### src/csr_pkg.sv
// package for the cpu stack, prefetch and register file block
package csr_pkg;
    localparam int          PC_W        = 22;          // program counter width (words)
    localparam int          SP_W        = 16;          // stack pointer width
    localparam int          RF_DEPTH    = 32;          // working registers
    localparam int          RF_AW       = 5;
    localparam logic [SP_W-1:0] SRAM_TOP = 16'h3FFF;   // highest on-chip data address
    localparam int          BIG_PROG_KB = 128;         // threshold for 3-byte returns
    localparam logic [2:0]  MASK_HOLD   = 3'h4;        // instructions masked after low write
    localparam logic [4:0]  PTR_X_LO    = 5'h1A;       // first of three pointer pairs
    localparam logic [4:0]  PTR_Y_LO    = 5'h1C;
    localparam logic [4:0]  PTR_Z_LO    = 5'h1E;
    localparam logic [1:0]  RET2_BYTES  = 2'h2;
    localparam logic [1:0]  RET3_BYTES  = 2'h3;
    localparam logic [SP_W-1:0] SP_ONE  = 16'h0001;

    // register file port configuration
    typedef enum logic [1:0] {
        CSR_R8_W8   = 2'b00,
        CSR_R88_W8  = 2'b01,
        CSR_R88_W16 = 2'b10,
        CSR_R16_W16 = 2'b11
    } csr_rfmode_t;

    // stack sequencer states
    typedef enum logic [1:0] {
        CSR_IDLE = 2'b00,
        CSR_PUSH = 2'b01,
        CSR_POP  = 2'b10
    } csr_stk_t;

    // register file request
    typedef struct packed {
        csr_rfmode_t      mode;
        logic [RF_AW-1:0] rdA;
        logic [RF_AW-1:0] rdB;
        logic             wrEn;
        logic [RF_AW-1:0] wrAddr;
        logic [15:0]      wrData;
    } csr_rfreq_t;

    // stack request from the decoder
    typedef struct packed {
        logic            call;       // call or interrupt entry
        logic            ret;        // either return instruction
        logic            push;
        logic            pop;
        logic [7:0]      pushData;
        logic [PC_W-1:0] retAddr;
    } csr_stkreq_t;
endpackage

### src/csr_core.sv
// stack pointer, return stack, prefetch and register file of the cpu core
// What this block does
// - fetch next word while current one executes
// - calls and interrupts push return address automatically
// - small program memory: two bytes, step two
// - large program memory: three bytes, step three
// - returns pop saved address into program counter
// - single push decrements, single pop increments
// - low byte write masks interrupts briefly
// - reset loads pointer with top of SRAM
// - 32 byte registers, single cycle access
// - four read and write port configurations
// - six registers form three data pointers
// - one pointer also addresses flash tables
`timescale 1ns/1ns
`default_nettype none
module csr_core
    import csr_pkg::*;
#(
    parameter int PROG_KB = 128
) (
    input  wire  logic              core_clk,
    input  wire  logic              rstn,
    input  wire  logic              clkEn,
    // program memory fetch port
    input  wire  logic [15:0]       progData,
    input  wire  logic              pcLoad,
    input  wire  logic [PC_W-1:0]   pcTarget,
    output logic [PC_W-1:0]         progAddr,
    output logic [15:0]             instrWord,
    output logic                    instrValid,
    // stack requests and data memory port
    input  wire  csr_stkreq_t       stkReq,
    input  wire  logic [7:0]        dataRdData,
    input  wire  logic              spLowWr,
    input  wire  logic              spHighWr,
    input  wire  logic [7:0]        spWrData,
    input  wire  logic              ioWrite,
    input  wire  logic              instrDone,
    output logic [SP_W-1:0]         dataAddr,
    output logic [7:0]              dataWrData,
    output logic                    dataWrEn,
    output logic                    dataRdEn,
    output logic [SP_W-1:0]         stackPtr,
    output logic [PC_W-1:0]         retPc,
    output logic                    retValid,
    output logic                    popValid,
    output logic [7:0]              popData,
    output logic                    stkBusy,
    output logic                    intMask,
    // register file
    input  wire  csr_rfreq_t        rfReq,
    output logic [15:0]             rfOutA,
    output logic [7:0]              rfOutB,
    output logic [15:0]             ptrX,
    output logic [15:0]             ptrY,
    output logic [15:0]             ptrZ,
    output logic [15:0]             flashTblAddr
);
    localparam logic [1:0] RET_BYTES = (PROG_KB > BIG_PROG_KB) ? RET3_BYTES : RET2_BYTES;

    // ---------------- prefetch ----------------
    logic [PC_W-1:0] pc_reg, pc_next;
    logic [15:0]     iw_reg, iw_next;
    logic            iv_reg, iv_next;

    // fetch next word every cycle; a jump flushes the prefetched word
    always_comb begin
        pc_next = pc_reg + PC_W'(1);
        iw_next = progData;
        iv_next = 1'b1;
        if (pcLoad) begin
            pc_next = pcTarget;
            iv_next = 1'b0;
        end else if (retValid) begin
            pc_next = retPc;
            iv_next = 1'b0;
        end
    end

    always_ff @(posedge core_clk or negedge rstn) begin
        if (!rstn) begin
            pc_reg <= '0;
            iw_reg <= '0;
            iv_reg <= 1'b0;
        end else if (clkEn) begin
            pc_reg <= pc_next;
            iw_reg <= iw_next;
            iv_reg <= iv_next;
        end
    end

    // ---------------- stack ----------------
    csr_stk_t        st_reg, st_next;
    logic [SP_W-1:0] sp_reg, sp_next;
    logic [1:0]      cnt_reg, cnt_next;
    logic [PC_W-1:0] ra_reg, ra_next;
    logic [SP_W-1:0] da_reg, da_next;
    logic [7:0]      dw_reg, dw_next;
    logic            dwe_reg, dwe_next;
    logic            dre_reg, dre_next;
    logic            rv_reg, rv_next;
    logic            pv_reg, pv_next;
    logic [7:0]      pd_reg, pd_next;
    logic            ret_reg, ret_next;      // multi-byte pop is a return
    logic            rdp_reg, rdp_next;      // read issued last cycle
    logic [2:0]      mk_reg, mk_next;
    logic            bsy_reg, bsy_next;      // multi-byte transfer in progress
    logic            im_reg, im_next;        // interrupts held off

    // push and pop sequencer; return bytes go low byte at highest address
    always_comb begin
        st_next  = st_reg;
        sp_next  = sp_reg;
        cnt_next = cnt_reg;
        ra_next  = ra_reg;
        da_next  = da_reg;
        dw_next  = dw_reg;
        dwe_next = 1'b0;
        dre_next = 1'b0;
        rv_next  = 1'b0;
        pv_next  = 1'b0;
        pd_next  = pd_reg;
        ret_next = ret_reg;
        rdp_next = dre_reg;
        // collect popped byte one cycle after the read
        if (rdp_reg) begin
            if (ret_reg) begin
                ra_next = {ra_reg[PC_W-9:0], dataRdData};
                // complete only on the last byte: no further read in flight
                if (st_reg == CSR_IDLE && !dre_reg) begin
                    rv_next = 1'b1;
                end
            end else begin
                pd_next = dataRdData;
                pv_next = 1'b1;
            end
        end
        unique case (st_reg)
            CSR_IDLE: begin
                if (spLowWr) begin
                    sp_next = {sp_reg[SP_W-1:8], spWrData};
                end else if (spHighWr) begin
                    sp_next = {spWrData, sp_reg[7:0]};
                end else if (stkReq.call) begin
                    ra_next  = stkReq.retAddr;
                    cnt_next = RET_BYTES;
                    st_next  = CSR_PUSH;
                end else if (stkReq.ret) begin
                    cnt_next = RET_BYTES;
                    ret_next = 1'b1;
                    ra_next  = '0;
                    st_next  = CSR_POP;
                end else if (stkReq.push) begin
                    da_next  = sp_reg;
                    dw_next  = stkReq.pushData;
                    dwe_next = 1'b1;
                    sp_next  = sp_reg - SP_ONE;
                end else if (stkReq.pop && !rdp_reg) begin
                    sp_next  = sp_reg + SP_ONE;
                    da_next  = sp_reg + SP_ONE;
                    dre_next = 1'b1;
                    ret_next = 1'b0;
                end
            end
            CSR_PUSH: begin
                // low byte first, each at current pointer then decrement
                da_next  = sp_reg;
                dw_next  = ra_reg[7:0];
                ra_next  = {8'h00, ra_reg[PC_W-1:8]};
                dwe_next = 1'b1;
                sp_next  = sp_reg - SP_ONE;
                cnt_next = cnt_reg - 2'h1;
                if (cnt_reg == 2'h1) begin
                    st_next = CSR_IDLE;
                end
            end
            CSR_POP: begin
                // high byte comes back first, increment before reading
                sp_next  = sp_reg + SP_ONE;
                da_next  = sp_reg + SP_ONE;
                dre_next = 1'b1;
                cnt_next = cnt_reg - 2'h1;
                if (cnt_reg == 2'h1) begin
                    st_next = CSR_IDLE;
                end
            end
            default: st_next = CSR_IDLE;
        endcase
        // interrupt mask after pointer low byte write
        mk_next = mk_reg;
        if (spLowWr) begin
            mk_next = MASK_HOLD;
        end else if (ioWrite) begin
            mk_next = 3'h0;
        end else if (instrDone && mk_reg != 3'h0) begin
            mk_next = mk_reg - 3'h1;
        end
        // status outputs registered from their next state
        bsy_next = (st_next != CSR_IDLE);
        im_next  = (mk_next != 3'h0);
    end

    always_ff @(posedge core_clk or negedge rstn) begin
        if (!rstn) begin
            st_reg  <= CSR_IDLE;
            sp_reg  <= SRAM_TOP;
            cnt_reg <= '0;
            ra_reg  <= '0;
            da_reg  <= '0;
            dw_reg  <= '0;
            dwe_reg <= 1'b0;
            dre_reg <= 1'b0;
            rv_reg  <= 1'b0;
            pv_reg  <= 1'b0;
            pd_reg  <= '0;
            ret_reg <= 1'b0;
            rdp_reg <= 1'b0;
            mk_reg  <= '0;
            bsy_reg <= 1'b0;
            im_reg  <= 1'b0;
        end else if (clkEn) begin
            st_reg  <= st_next;
            sp_reg  <= sp_next;
            cnt_reg <= cnt_next;
            ra_reg  <= ra_next;
            da_reg  <= da_next;
            dw_reg  <= dw_next;
            dwe_reg <= dwe_next;
            dre_reg <= dre_next;
            rv_reg  <= rv_next;
            pv_reg  <= pv_next;
            pd_reg  <= pd_next;
            ret_reg <= ret_next;
            rdp_reg <= rdp_next;
            mk_reg  <= mk_next;
            bsy_reg <= bsy_next;
            im_reg  <= im_next;
        end
    end

    // ---------------- register file ----------------
    logic [7:0]  rf_reg   [RF_DEPTH];
    logic [7:0]  rf_next  [RF_DEPTH];
    logic [15:0] oa_reg, oa_next;
    logic [7:0]  ob_reg, ob_next;
    logic [RF_AW-1:0] pairHi;

    // write one byte or an aligned pair, read per configuration
    always_comb begin
        pairHi = {rfReq.wrAddr[RF_AW-1:1], 1'b1};
        for (int i = 0; i < RF_DEPTH; i++) begin
            rf_next[i] = rf_reg[i];
        end
        if (rfReq.wrEn) begin
            rf_next[rfReq.wrAddr] = rfReq.wrData[7:0];
            if (rfReq.mode == CSR_R88_W16 || rfReq.mode == CSR_R16_W16) begin
                rf_next[pairHi] = rfReq.wrData[15:8];
            end
        end
        unique case (rfReq.mode)
            CSR_R8_W8: begin
                oa_next = {8'h00, rf_reg[rfReq.rdA]};
                ob_next = 8'h00;
            end
            CSR_R88_W8, CSR_R88_W16: begin
                oa_next = {8'h00, rf_reg[rfReq.rdA]};
                ob_next = rf_reg[rfReq.rdB];
            end
            CSR_R16_W16: begin
                oa_next = {rf_reg[{rfReq.rdA[RF_AW-1:1], 1'b1}],
                           rf_reg[{rfReq.rdA[RF_AW-1:1], 1'b0}]};
                ob_next = 8'h00;
            end
        endcase
    end

    always_ff @(posedge core_clk or negedge rstn) begin
        if (!rstn) begin
            for (int i = 0; i < RF_DEPTH; i++) begin
                rf_reg[i] <= 8'h00;
            end
            oa_reg <= '0;
            ob_reg <= '0;
        end else if (clkEn) begin
            for (int i = 0; i < RF_DEPTH; i++) begin
                rf_reg[i] <= rf_next[i];
            end
            oa_reg <= oa_next;
            ob_reg <= ob_next;
        end
    end

    // outputs straight from flip-flops
    assign progAddr     = pc_reg;
    assign instrWord    = iw_reg;
    assign instrValid   = iv_reg;
    assign dataAddr     = da_reg;
    assign dataWrData   = dw_reg;
    assign dataWrEn     = dwe_reg;
    assign dataRdEn     = dre_reg;
    assign stackPtr     = sp_reg;
    assign retPc        = ra_reg;
    assign retValid     = rv_reg;
    assign popValid     = pv_reg;
    assign popData      = pd_reg;
    assign stkBusy      = bsy_reg;
    assign intMask      = im_reg;
    assign rfOutA       = oa_reg;
    assign rfOutB       = ob_reg;
    assign ptrX         = {rf_reg[PTR_X_LO + 5'h1], rf_reg[PTR_X_LO]};
    assign ptrY         = {rf_reg[PTR_Y_LO + 5'h1], rf_reg[PTR_Y_LO]};
    assign ptrZ         = {rf_reg[PTR_Z_LO + 5'h1], rf_reg[PTR_Z_LO]};
    assign flashTblAddr = {rf_reg[PTR_Z_LO + 5'h1], rf_reg[PTR_Z_LO]};
endmodule // csr_core
`default_nettype wire

### config.mk
export PLATFORM = sky130hd
export DESIGN_NAME = csr_core
export DESIGN_NICKNAME = d
export VERILOG_FILES = /design/src/csr_pkg.sv /design/src/csr_core.sv
export SDC_FILE = /design/constraint.sdc
export NUM_CORES = 1
export LEC_CHECK = 0
export ABC_AREA = 1
export BUFFER_PORTS_ARGS = -buffer_cell sky130_fd_sc_hd__buf_2
export CORE_UTILIZATION = 42
export DETAILED_ROUTE_END_ITERATION = 12
export PLACE_DENSITY = 0.57
export SLEW_MARGIN = 20
export SYNTH_ARGS = -nofsm -noshare
export SYNTH_HDL_FRONTEND = slang
export SYNTH_SLANG_ARGS = --single-unit
### constraint.sdc
create_clock -name core_clk -period 2.44 [get_ports core_clk]
set_input_delay 0.122 -clock core_clk [delete_from_list [all_inputs] [get_ports core_clk]]
set_output_delay 0.122 -clock core_clk [all_outputs]
set_load 0.005 [all_outputs]
### Word level (Yosys, flattened, before mapping)

Cells that the tools add are included.

| cells by class | value |
|---|---|
| $add $sub $neg | 5 |
| bitwise logic cells | 10 |
| shift-type cells | 0 |
| eq/ne operators | 21 |
| muxes and demuxes | 86 |
| magnitude comparators | 8 |
| multiply operators | 0 |
| div/mod/pow operators | 0 |
| reduce and logical (&&, ||, !) cells | 29 |

Operator list:

| operator | number |
|---|---|
| $bwmux W256 | 2 |
| $mux W256 | 1 |
| $mux W16 | 11 |
| $mux W22 | 8 |
| $bmux W8 S5 | 4 |
| $mux W8 | 15 |
| $pmux W16 S3 | 2 |
| $demux W8 S5 | 2 |
| $pmux W22 S2 | 1 |
| $ge A6 B6 Y1 const B | 6 |
| $not A5 Y6 | 6 |
| $pmux W16 S2 | 1 |
| $pmux W8 S2 | 2 |
| $add A22 B1 Y22 const B | 1 |
| $mux W1 | 21 |
| $reduce_and A7 Y1 | 3 |
| $mux W2 | 9 |
| $ne A3 B3 Y1 const B | 6 |
| $add A16 B1 Y16 const B | 1 |
| $sub A16 B1 Y16 const B | 1 |
| $lt A6 B1 Y1 const B | 2 |
| $reduce_and A6 Y1 | 2 |
| $ne A2 B2 Y1 const B | 5 |
| $mux W3 | 3 |
| 21 further kinds | 44 |

| storage, ports and cells | value |
|---|---|
| memories kept | 0 |
| memory bits (writable) | 0 |
| memory bits (read-only) | 0 |
| bits in latches | 0 |
| bits in registers | 404 |
| word-level logic and storage cells | 213 |
| input port bits | 130 |

### Depth between registers and ports, before layout

| depth | value |
|---|---|
| word-level depth | 9 |
| gate-level depth with buffers | 14 |
| mapped depth without buffers | 13 |

### Worst setup path before layout

Ideal clock, no wire load.

| timing | value |
|---|---|
| path kind | register -> register |
| from | register st_reg[0] |
| to | register da_reg[10] (netlist: dataAddr[10]) |
| cell stages (with the launch flop) | 12 |
| data arrival time | 1740 ps |
| data required time | 2316 ps |
| clock period less this slack | 1864 ps |
| slack | 576 ps |
| path through | dfrtp_1 inv_1 ha_1 inv_1 nor2_1 nand2_1 nand3_1 nor2_4 clkinv_1 buf_2 nand2_1 nand2_1 |

| between the ends | value |
|---|---|
| longest elaborated chain between the ends | 3 |
| elaborated cells on any way between the ends | 11 |
| those cells by class | eq/ne: 7; mux: 1; reduce/logical: 3 |

RTL lines:

| what | RTL line | source |
|---|---|---|
| start: declaration | csr_core.sv:94 | `csr_stk_t st_reg, st_next;` |
| start signal: assignment | csr_core.sv:223 | `st_reg <= st_next;` |
| $logic_not A2 Y1, or another cell as far along | csr_core.sv:139 | `unique case (st_reg)` |
| $ne A3 B2 Y1 (no source line), or another cell as far along | n/a |  |
| $reduce_and A7 Y1 (no source line) | n/a |  |
| end signal: assignment | csr_core.sv:227 | `da_reg <= da_next;` |
| end: declaration | csr_core.sv:98 | `logic [SP_W-1:0] da_reg, da_next;` |

Several ways; a longest one is shown, not always the timed one.
A chain may end at the register's enable or synchronous reset.

### Final worst setup path

| timing | value |
|---|---|
| from | register st_reg[0] |
| to | register da_reg[8] (netlist: dataAddr[8]) |

Same word-level chain as after synthesis.

==> impl_metrics.env <==
export IMPL_status="finished with violations"
export IMPL_violations="negative hold slack"
export IMPL_use_met3_pct=5.78
export IMPL_syn_nets=3936
export IMPL_port_buffers=332
export IMPL_yosys_cell_types_count=48
export IMPL_vias=28600
export IMPL_seqPwrFrac_pct=37.5
export IMPL_finalSetupTns_ns=0
export IMPL_synthArstFlopShare_pct=100
export IMPL_areaGrowthSynthToFinish_pct=19.1
export IMPL_grt_pass1_vias=27100
export IMPL_viasPerCell=5.86
export IMPL_cts_buffer_depth=3
export IMPL_synth_warnings=0
export IMPL_antenna_found_initial=5
export IMPL_fp_dieH_um=251
export IMPL_synthesis_area_um2=26100
export IMPL_worstMarginPinSlew_ns=0.916
export IMPL_clkLatencyLatePin_ns=0.62
export IMPL_synth_edf_count=0
export IMPL_netlist_area_leader_share_pct=37.4
export IMPL_grt_usage_pct=36.4
export IMPL_nNetsFinal=4210
export IMPL_gp_congestion=0.997
export IMPL_comb_power_share_pct=34.4
export IMPL_grt_pass1_wl_um=173000
export IMPL_cp_max_fo=9
export IMPL_clk_pin_slew_ns=0.06
export IMPL_antenna_left=0
export IMPL_die_area_um2=63100
export IMPL_drv_cap=0
export IMPL_power_density_nw_per_um2=875
export IMPL_synthFlopType="dfrtp_1"
export IMPL_pwr_share_clk_pct=28.1
export IMPL_met2_usage_pct=58.9
export IMPL_cts_root_buffer_cell="clkbuf_16"
export IMPL_drc=0
export IMPL_period_minus_slack_ns=2.19
export IMPL_drtIter0Drc=3181
export IMPL_p_int_mw=16.2
export IMPL_yosysMostFrequentCell="nand2_1"
export IMPL_avgSynthCellArea_um2=6.87
export IMPL_final_max_slew_violation_count=0
export IMPL_drt_total_wl_um=117000
export IMPL_arrival_ns=2.69
export IMPL_skew_ns=0.0297
export IMPL_p_sw_mw=11.0
export IMPL_cts_buffers=48
export IMPL_crit_type="reg2reg"
export IMPL_ys_top_cells_by_area="dfrtp_1 (37%), nand2_1 (15%), o21ai_0 (8.4%)"
export IMPL_switching_share_pct=40.5
export IMPL_dp_hpwl_um=84000
export IMPL_pin_count=333
export IMPL_post_drt_wl_per_cell_um=24.0
export IMPL_finalSetupViolCount=0
export IMPL_max_freq_ghz=0.456
export IMPL_hold_path_class="in2reg"
export IMPL_first_pass_iters=6
export IMPL_start_util_pct=42.9
export IMPL_die_w_um=251
export IMPL_crit_required_ns=2.93
export IMPL_synthCells=3794
export IMPL_placementRows=90
export IMPL_slew_headroom_pct=38.9
export IMPL_whs_ns=-0.0423
export IMPL_worstSetupEndpointType="register"
export IMPL_busiest_layer="met2"
export IMPL_period_share_pct=89.9
export IMPL_rsz0062_at_grt="false"
export IMPL_grt_max_degree=134
export IMPL_grt_util_met1_pct=44.0
export IMPL_overflow=0
export IMPL_synthTopCellsByCount="nand2_1 (1058), o21ai_0 (437), dfrtp_1 (390), inv_1 (301), nor2_1 (272)"
export IMPL_cts_sinks=404
export IMPL_synth_seq_area_share_pct=38.8
export IMPL_p_leak_nw=14.9
export IMPL_core_um2=60800
export IMPL_h_tree_depth=2
export IMPL_ir_drop_uv=540
export IMPL_drive_gt1_share_pct=14.5
export IMPL_critPathLaunchType="register"
export IMPL_synth_top_area_cell="dfrtp_1"
export IMPL_hold_viol_final=1
export IMPL_cts_tree="yes"
export IMPL_ys_ff_latch=404
==> power by group through the flow <==
stage	Sequential (mW)	Combinational [mW]	Clock, mW
3_3_place_gp	10.2	8.98	0
2_1_floorplan	9.30	5.93	0
6_report	10.2	9.34	7.65
5_1_grt	10.3	10.4	8.01
4_1_cts	10.1	9.20	7.75
3_5_place_dp	10.2	9.02	0
==> area by class of cell <==
class / count / area, µm²
multi-input cells: 2751 / 13200
repair buffers: 551 / 3860
flip-flops and latches: 404 / 10100
clock inverters: 21 / 274
diodes: 2 / 5.00
fillers: 6156 / 29800
inverters: 312 / 1180
well taps: 782 / 978
clock buffers: 67 / 1390
==> critical path: stages (launching register included) <==
cell,delay (ns)
dfrtp_1,0.40
inv_2,0.07
ha_2,0.19
buf_4,0.15
nand2_1,0.10
nand3_1,0.12
buf_4,0.16
nor2_4,0.10
clkinv_1,0.36
buf_4,0.32
nand2_1,0.06
nand2_1,0.05
==> routing by layer <==
metal	wire, µm	vias up	share of wire (%)
li1	-	13200	-
met1	44700	13500	38
met2	54300	1445	46
met3	8680	414	7.4
met4	9530	4	8.1
met5	27	-	0.023
==> placed cells by master (no fill, tap or decap), types with 4 or more instances in the layout <==
cell	n
ha_1	11
a211oi_1	13
nand3_1	227
nand3b_1	4
nor2_1	269
inv_1	297
a31oi_1	10
clkinv_2	11
nor3_1	21
o22ai_1	140
clkbuf_16	48
a21boi_0	13
o21ai_0	437
xor2_1	18
clkinv_1	4
dfrtp_1	390
nand4_1	14
nor2_2	6
clkbuf_8	12
nand2_1	1058
bufinv_16	5
buf_12	23
or2_2	14
mux2i_1	8
a21oi_1	254
o211ai_1	78
a22oi_1	112
inv_2	8
o21ai_1	10
dlygate4sd3_1	100
dfstp_2	14
clkbuf_1	7
buf_2	329
buf_4	98
==> repair_timing <==
| action | 4_1_cts | 5_1_grt |
|---|---|---|
| endpoints found under the setup margin | 0 | 10 |
| endpoints found under the hold margin | 492 | 0 |
| setup buffers | 0 | 1 |
| hold buffers | 101 | 0 |
| resized for setup | 0 | 8 |
==> per-stage QoR <==
step                setup WS [ns]  cells  utilization, %  power (mW)  instance area, µm²
floorplan                   0.576   3794               -        15.2               26100
global placement            0.132   4699            46.6        19.2               28400
detailed placement          0.104   4699            46.6        19.2               28400
CTS                        0.0309   4888            51.0        27.0               31000
global route               0.0882   4888            51.1        28.6               31000
finish                      0.245   4890            51.1        27.2               31100
==> path summary, 6_finish.rpt <==
path | start | endpoint | slack (ns) | depth (start not counted)
setup reg to reg | st_reg[0] | dataAddr[8] | 0.25 | 11
min in group asynchronous | rstn | dataAddr[14] | 0.07 | 2
max in group asynchronous | rstn | stackPtr[8] | 1.53 | 3
hold reg to reg | instrWord[3] | instrWord[3] | 0.47 | 2
setup / recovery | st_reg[0] | dataAddr[8] | 0.25 | 11
hold / removal | stkReq[30] | ret_reg | -0.04 | 4
==> cell families after synthesis <==
group	share of synthesized area [%]
AO/OA/AOI/OAI	24.0
XOR/XNOR	0.605
adder cells (fa/ha/maj)	0.576
buffers and inverters	10.5
flip-flops	38.8
multiplexers	0.393
AND/OR/NAND/NOR	25.1
Power figures use the tool's default switching activity.
